===== config.mk =====
export PLATFORM = sky130hd
export DESIGN_NAME = mult_tile
export DESIGN_NICKNAME = d
export VERILOG_FILES = /design/src/mult_tile_pkg.sv /design/src/mult_slice.sv /design/src/mult_tile.sv
export VERILOG_INCLUDE_DIRS = /design/src
export SDC_FILE = /design/constraint.sdc
export NUM_CORES = 2
export LEC_CHECK = 0
export BUFFER_PORTS_ARGS = -buffer_cell sky130_fd_sc_hd__buf_4
export CORE_MARGIN = 2
export CORE_UTILIZATION = 50
export DETAILED_ROUTE_END_ITERATION = 7
export PLACE_DENSITY_LB_ADDON = 0.12
export RECOVER_POWER = 25
export SLEW_MARGIN = 20
export SYNTH_ARGS = -nofsm -noshare
export SYNTH_HDL_FRONTEND = slang
export SYNTH_SLANG_ARGS = --single-unit

===== constraint.sdc =====
create_clock -name ref_clk -period 8.29 [get_ports ref_clk]
set_input_delay 0.829 -clock ref_clk [delete_from_list [all_inputs] [get_ports ref_clk]]
set_output_delay 0.829 -clock ref_clk [all_outputs]
set_load 0.03 [all_outputs]

===== src/mult_tile_consts.svh =====
// Register offsets, field positions and reset values of the multiplier tile
`ifndef MULT_TILE_CONSTS_SVH
`define MULT_TILE_CONSTS_SVH

// Register offsets (byte addresses on the plain register port)
`define ADDR_CONFIG 4'h0
`define ADDR_PROD_LO 4'h4
`define ADDR_PROD_HI 4'h8
`define ADDR_STATUS 4'hC

// Configuration register field positions
`define CFG_MODE_BIT 0
`define CFG_SIGN_USE_BIT 1
`define CFG_REG_A_LSB 2
`define CFG_REG_B_LSB 4
`define CFG_REG_SIGN_A_BIT 6
`define CFG_REG_SIGN_B_BIT 7
`define CFG_REG_OUT_LSB 8
`define CFG_WIDTH 10

// Configuration reset value: wide mode, signs unused, nothing registered
`define CFG_RESET 10'h000

// Status register field positions
`define STAT_MODE_BIT 0
`define STAT_SIGN_A_BIT 1
`define STAT_SIGN_B_BIT 2
`define STAT_SIGNED_PROD_BIT 3

// Datapath widths
`define SECTION_WIDTH 9
`define OPERAND_WIDTH 18
`define PRODUCT_WIDTH 36
`define SECTIONS 2

`endif


===== src/mult_tile_pkg.sv =====
// Types shared by the multiplier tile, its fabric model, its checker and its bench
package mult_tile_pkg;

  // Tile operating mode
  typedef enum logic {
    MODE_WIDE,
    MODE_DUAL
  } mode_type;

  // Software configuration of the tile
  typedef struct packed {
    logic [1:0] regOut;
    logic regSignB;
    logic regSignA;
    logic [1:0] regB;
    logic [1:0] regA;
    logic signUse;
    mode_type mode;
  } tileCfg_type;

  // One operand pair with its sign controls
  typedef struct packed {
    logic signA;
    logic signB;
    logic [17:0] dataA;
    logic [17:0] dataB;
  } operands_type;

endpackage


===== src/mult_slice.sv =====
// Full-precision multiplier with per-operand signed or unsigned reading
`timescale 1ns/100ps
module mult_slice #(
  parameter int WIDTH = 9
) (
  input wire logic [WIDTH-1:0] opA,
  input wire logic [WIDTH-1:0] opB,
  input wire logic signA,
  input wire logic signB,
  output logic [2*WIDTH-1:0] prod
);

  logic signed [WIDTH:0] extA;
  logic signed [WIDTH:0] extB;
  logic signed [2*WIDTH+1:0] full;

  // One extra bit lets a single signed multiply cover all four sign mixes
  assign extA = {signA & opA[WIDTH-1], opA};
  assign extB = {signB & opB[WIDTH-1], opB};
  assign full = extA * extB;
  // The top two bits are only sign copies, so nothing is lost here
  assign prod = full[2*WIDTH-1:0];

endmodule // mult_slice


===== src/mult_tile.sv =====
// Embedded multiplier tile: one 18x18 or two 9x9 multipliers with optional registers
// What this block does
// - Each operand may be registered or fed straight to the array, independently.
// - Operands are handled in 9-bit or 18-bit sections, set by mode.
// - Every input register has clock, clock enable and asynchronous clear.
// - All tile registers share one clock, one enable and one clear.
// - Sign control A high reads operand A as two's complement, else unsigned.
// - Sign control B selects signed or unsigned operand B the same way.
// - Product is signed if any operand is signed; unsigned only if both unsigned.
// - Product is always full precision, never truncated or rounded.
// - One A and one B sign control per tile, shared by both narrow multipliers.
// - Sign controls may change at run time and have optional own registers.
// - With sign controls unused the tile multiplies unsigned.
// - Product optionally registered in 18- or 36-bit sections, same controls.
// - Tile runs as one wide multiplier or two independent narrow ones.
// - Wide mode multiplies two operands of 10 to 18 bits.
// - Dual mode multiplies two independent pairs of at most 9 bits.
// - In dual mode each operand and product section registers independently.
`timescale 1ns/100ps
`include "mult_tile_consts.svh"
module mult_tile (
  input wire logic ref_clk,
  input wire logic rst_n,
  input wire logic [3:0] regAddr,
  input wire logic [31:0] regWrData,
  input wire logic regWrite,
  input wire logic regRead,
  output logic [31:0] regRdData,
  input wire logic tileClkEn,
  input wire logic tileClear,
  input wire mult_tile_pkg::operands_type operands,
  output logic [35:0] product
);
  import mult_tile_pkg::*;

  // Software state
  tileCfg_type cfg_reg;
  tileCfg_type cfg_next;
  logic [31:0] rdData_reg;
  logic [31:0] rdData_next;

  // Tile datapath registers
  logic [17:0] opA_reg;
  logic [17:0] opA_next;
  logic [17:0] opB_reg;
  logic [17:0] opB_next;
  logic signA_reg;
  logic signA_next;
  logic signB_reg;
  logic signB_next;
  logic [35:0] prod_reg;
  logic [35:0] prod_next;

  // Decoded and selected values
  logic isDual;
  logic [1:0] selRegA;
  logic [1:0] selRegB;
  logic [1:0] selRegOut;
  logic [17:0] opA;
  logic [17:0] opB;
  logic rawSignA;
  logic rawSignB;
  logic effSignA;
  logic effSignB;
  logic [35:0] wideProd;
  logic [17:0] narrowProd [`SECTIONS];
  logic [35:0] arrayProd;
  logic [35:0] prodOut;
  logic signedProd;
  logic hitConfig;
  logic hitProdLo;
  logic hitProdHi;
  logic hitStatus;
  logic [31:0] statusWord;

  //--------------------------------------------------------------------
  // Register port
  //--------------------------------------------------------------------

  // Address decode of the plain register port
  assign hitConfig = (regAddr == `ADDR_CONFIG);
  assign hitProdLo = (regAddr == `ADDR_PROD_LO);
  assign hitProdHi = (regAddr == `ADDR_PROD_HI);
  assign hitStatus = (regAddr == `ADDR_STATUS);

  // Configuration takes the low bits of a write; upper bits are ignored
  assign cfg_next = (regWrite && hitConfig) ?
                    tileCfg_type'(regWrData[`CFG_WIDTH-1:0]) : cfg_reg;

  // Status shows the live mode and the sign reading in force
  assign statusWord = {28'h0000000, signedProd, effSignB, effSignA, isDual};

  // Read data for the cycle after the strobe; unmapped reads return zero
  assign rdData_next = !regRead ? 32'h00000000 :
                       hitConfig ? {22'h000000, cfg_reg} :
                       hitProdLo ? prodOut[31:0] :
                       hitProdHi ? {28'h0000000, prodOut[35:32]} :
                       hitStatus ? statusWord :
                       32'h00000000;

  // Software registers are reset by the system reset only
  always_ff @(posedge ref_clk) begin
    if (!rst_n) begin
      cfg_reg <= tileCfg_type'(`CFG_RESET);
      rdData_reg <= 32'h00000000;
    end else begin
      cfg_reg <= cfg_next;
      rdData_reg <= rdData_next;
    end
  end

  assign regRdData = rdData_reg;

  //--------------------------------------------------------------------
  // Mode and register selection
  //--------------------------------------------------------------------

  // Only two modes exist; the mode bit picks one of them
  assign isDual = (cfg_reg.mode == MODE_DUAL);

  // Wide mode treats an operand as one 18-bit section steered by bit 0
  assign selRegA = isDual ? cfg_reg.regA : {2{cfg_reg.regA[0]}};
  assign selRegB = isDual ? cfg_reg.regB : {2{cfg_reg.regB[0]}};
  assign selRegOut = isDual ? cfg_reg.regOut : {2{cfg_reg.regOut[0]}};

  //--------------------------------------------------------------------
  // Input registers
  //--------------------------------------------------------------------

  // Sign controls are gated off when software marks them unused
  assign rawSignA = cfg_reg.signUse & operands.signA;
  assign rawSignB = cfg_reg.signUse & operands.signB;

  // A low tile enable makes every tile register reload its own value
  assign opA_next = tileClkEn ? operands.dataA : opA_reg;
  assign opB_next = tileClkEn ? operands.dataB : opB_reg;
  assign signA_next = tileClkEn ? rawSignA : signA_reg;
  assign signB_next = tileClkEn ? rawSignB : signB_reg;

  // Clear acts without the clock so the tile empties in the same cycle
  always_ff @(posedge ref_clk or posedge tileClear) begin
    if (tileClear) begin
      opA_reg <= 18'h00000;
      opB_reg <= 18'h00000;
      signA_reg <= 1'b0;
      signB_reg <= 1'b0;
    end else if (!rst_n) begin
      opA_reg <= 18'h00000;
      opB_reg <= 18'h00000;
      signA_reg <= 1'b0;
      signB_reg <= 1'b0;
    end else begin
      opA_reg <= opA_next;
      opB_reg <= opB_next;
      signA_reg <= signA_next;
      signB_reg <= signB_next;
    end
  end

  // Each 9-bit section of each operand picks its register or the raw pin
  for (genvar s = 0; s < `SECTIONS; s++) begin : g_inSel
    assign opA[9*s+8:9*s] = selRegA[s] ?
                            opA_reg[9*s+8:9*s] : operands.dataA[9*s+8:9*s];
    assign opB[9*s+8:9*s] = selRegB[s] ?
                            opB_reg[9*s+8:9*s] : operands.dataB[9*s+8:9*s];
  end

  // Sign controls follow their own dedicated registers when chosen
  assign effSignA = cfg_reg.regSignA ? signA_reg : rawSignA;
  assign effSignB = cfg_reg.regSignB ? signB_reg : rawSignB;

  // The product is signed as soon as either operand is
  assign signedProd = effSignA | effSignB;

  //--------------------------------------------------------------------
  // Multiplier array
  //--------------------------------------------------------------------

  // Wide multiplier; narrower operands arrive sign or zero extended to 18 bits
  mult_slice #(
    .WIDTH(`OPERAND_WIDTH)
  ) u_wide (
    .opA(opA),
    .opB(opB),
    .signA(effSignA),
    .signB(effSignB),
    .prod(wideProd)
  );

  // Two narrow multipliers, both driven by the one pair of sign controls
  for (genvar s = 0; s < `SECTIONS; s++) begin : g_narrow
    mult_slice #(
      .WIDTH(`SECTION_WIDTH)
    ) u_narrow (
      .opA(opA[9*s+8:9*s]),
      .opB(opB[9*s+8:9*s]),
      .signA(effSignA),
      .signB(effSignB),
      .prod(narrowProd[s])
    );
  end

  // Product layout: one 36-bit word, or product 1 above product 0
  assign arrayProd = isDual ? {narrowProd[1], narrowProd[0]} : wideProd;

  //--------------------------------------------------------------------
  // Output registers
  //--------------------------------------------------------------------

  // Output registers hold under a low enable, like the input side
  assign prod_next = tileClkEn ? arrayProd : prod_reg;

  // Same clock, enable and clear as the input registers
  always_ff @(posedge ref_clk or posedge tileClear) begin
    if (tileClear) begin
      prod_reg <= 36'h000000000;
    end else if (!rst_n) begin
      prod_reg <= 36'h000000000;
    end else begin
      prod_reg <= prod_next;
    end
  end

  // Each 18-bit section of the result picks its register or the array
  for (genvar s = 0; s < `SECTIONS; s++) begin : g_outSel
    assign prodOut[18*s+17:18*s] = selRegOut[s] ?
                                   prod_reg[18*s+17:18*s] :
                                   arrayProd[18*s+17:18*s];
  end

  // An unregistered product is combinational from the pins by design
  assign product = prodOut;

endmodule // mult_tile


==> impl_metrics.toml <==
[outcome]
status = "complete, but fails checks"
violations = "max-capacitance violations, max-slew violations, negative setup slack"

[final_layout]
drive_gt1_share_pct = 21.87
largest_reg_flops = 36
finalNetCount = 3614
layout_common_cells = "558 x inv_1, 429 x fa_1, 407 x buf_4"
final_common_cell = "inv_1"
area_delta_synth_final_pct = 22.29

[hold_path]
min_from = "prod_reg[5]"
holdPathStages = 1
hold_end = "prod_reg[5]"
hold_path_class = "reg -> reg"

[detailed_routing]
ant_nets = 0
drt-initial-drc-count = 1198
drc_errors = 0
vias_per_cell = 5.316
wl_per_cell_um = 20.92
wirelength_um = 73520
vias = 18680
firstDrtPassIters = 5

[sta]
finClkSkew_ns = 0.01698
worst-slew-pin-transition_ns = 4.155
finalMaxSlewViolations = 167
post-route-period-util_pct = 104.5
relSlewSlack_pct = -177.0
hold_viol_final = 0
rsz0062_at_grt = "true"
holdWs_ns = 0.5226
finalSetupTns_ns = -3.229
fin_crit_ns = 8.659
fmax_mhz = 115.5
worst_slack_ns = -0.3691
setup_viol = 16

[yosys]
ys_types = 60
yosys.area.top_type = "fa_1"
synthTopCellsByArea = "fa_1 39%, ha_1 10%, inv_1 9.2%"
netlist.area_leader.share_pct = 39.04
synth-seq-cells = 116
synthArstFlopShare_pct = 63.79
synth.avg_cell_area_um2 = 9.146
mappedNetlistArea_mm2 = 0.02307
synth_cells = 2523
ys.flop_type = "dfrtp_1"
ys_warn_count = 0
ys_seq_area_share_pct = 11.67
synth_edf_count = 0
synthesis.nets = 3237

[clocking]
clock_sinks = 116
path_clk_slew_ns = 0.06
clockRootBuffer = "clkbuf_16"
clockBufferDepth = 2
htreeDepth = 4
clock_latency_ns = 0.49
cts_tree = "yes"
holdBufCountCts = 0
cts_inserted_buffers = 17

[setup_path]
crit_buf_inv = 8
path_depth = 27
r2r-end = "regRdData[2]"
crit_family = "adder cells"
regToRegSetupSlack_ns = 0.55
arrival_ns = 7.83
r2r_start = "isDual"
end_kind = "primary output"
cp_slowest_stage_delay_ns = 0.58
worst_ep_required_time_ns = 7.46
cp_slowest_cell = "fa_2"
cp_max_fo = 10
start_kind = "flip-flop"
reg2reg_depth = 32
crit_top_cell = "fa_1"
path_class = "reg -> out"

[grt]
antenna_found_initial = 2
grt_pass1_vias = 20360
grt_max_degree = 90
grt-ovfl-total = 0
track_usage_pct = 32.51
grt_first_pass_wirelength_um = 114600

[die]
rows = 78
core_area_mm2 = 0.04548
dieWidth_um = 218.8
start_util_pct = 50.74
dieHeight_um = 218.8
dieArea_mm2 = 0.04788
io_pins = 148

[flow_run]
maxCapViolations = 3

[placed_design]
dp_hpwl_um = 62050
numPortBuffers = 125
routabilityCongestion = 0.9734
pre_cts_ws_ns = -0.3029
[metal layers]
layer | global-route usage [%] | up-vias | share of wire, %
li1 | - | 8466 | -
met1 | 39.80 | 9456 | 38
met2 | 55.27 | 551 | 50
met3 | 4.851 | 207 | 5.4
met4 | 17.91 | 0 | 6.6
met5 | 0 | - | 0
[cells in the mapped netlist, drive strengths merged, types with 27 or more instances]
cell type and count:
o21ai 69, dfxtp 42, clkbuf 70, ha 184, dfrtp 74, mux2i 98, fa 450, nor2b 56
xnor2 57, and2 27, inv 565, mux2 47, nand2 297, nor2 197, a21oi 76
[worst register-to-register path: cells and delay by family (launching register included)]
family                     cells  cell delay, ns
muxes                          3            0.57
and+or+nand+nor                4            0.51
adders and majority gates      8            3.60
AOI/OAI and AO/OA              7            1.47
buffers and inverters         10            1.15
DFF                            1            0.38
[cell type report]
| cell class | instances | area, um^2 |
|---|---|---|
| repair buffers | 439 | 3476 |
| clock inverters | 14 | 224.0 |
| multi-input cells | 1761 | 18500 |
| diodes | 1 | 2.502 |
| fillers | 4023 | 17260 |
| inverters | 565 | 2130 |
| clock buffers | 18 | 439.2 |
| flip-flops and latches | 116 | 2696 |
| well taps | 600 | 750.7 |
[worst max path at each step]
stage,start,endpoint,slack [ns]
after floorplan,isDual,product[22],0.02
after CTS,isDual,product[35],-0.35
after global routing,isDual,product[34],-0.65
final,isDual,product[33],-0.37
after detailed placement,isDual,product[35],-0.30
after global placement,operands[37],product[33],-0.27
[per-stage QoR]
| step | area, um^2 | cells | utilization (%) |
|---|---|---|---|
| finish | 28220 | 3514 | 62.04 |
| global route | 28220 | 3514 | 62.04 |
| CTS | 28090 | 3508 | 61.77 |
| detailed placement | 26800 | 3458 | 58.93 |
| global placement | 26800 | 3458 | 58.93 |
| floorplan | 23120 | 2523 | - |
[cell families after synthesis]
kind of cell	share of synthesized area (%)
DFF	11.67
AOI/OAI and AO/OA	6.914
xor gates and xnor gates	3.037
adders and majority gates	49.02
muxes	6.653
buffers and inverters	10.52
and+or+nand+nor	12.18
[repair_timing]
action | 4_1_cts | 5_1_grt
endpoints found under the setup margin | 20 | 23
pin swaps | 47 | 27
resized for setup | 128 | 35
hold endpoints to repair | 0 | 0
buffers inserted | 17 | 7
cloned | 1 | 0
Power is not shown: default switching activity piles up to over one toggle a cycle in this logic, so the estimate is an artifact.
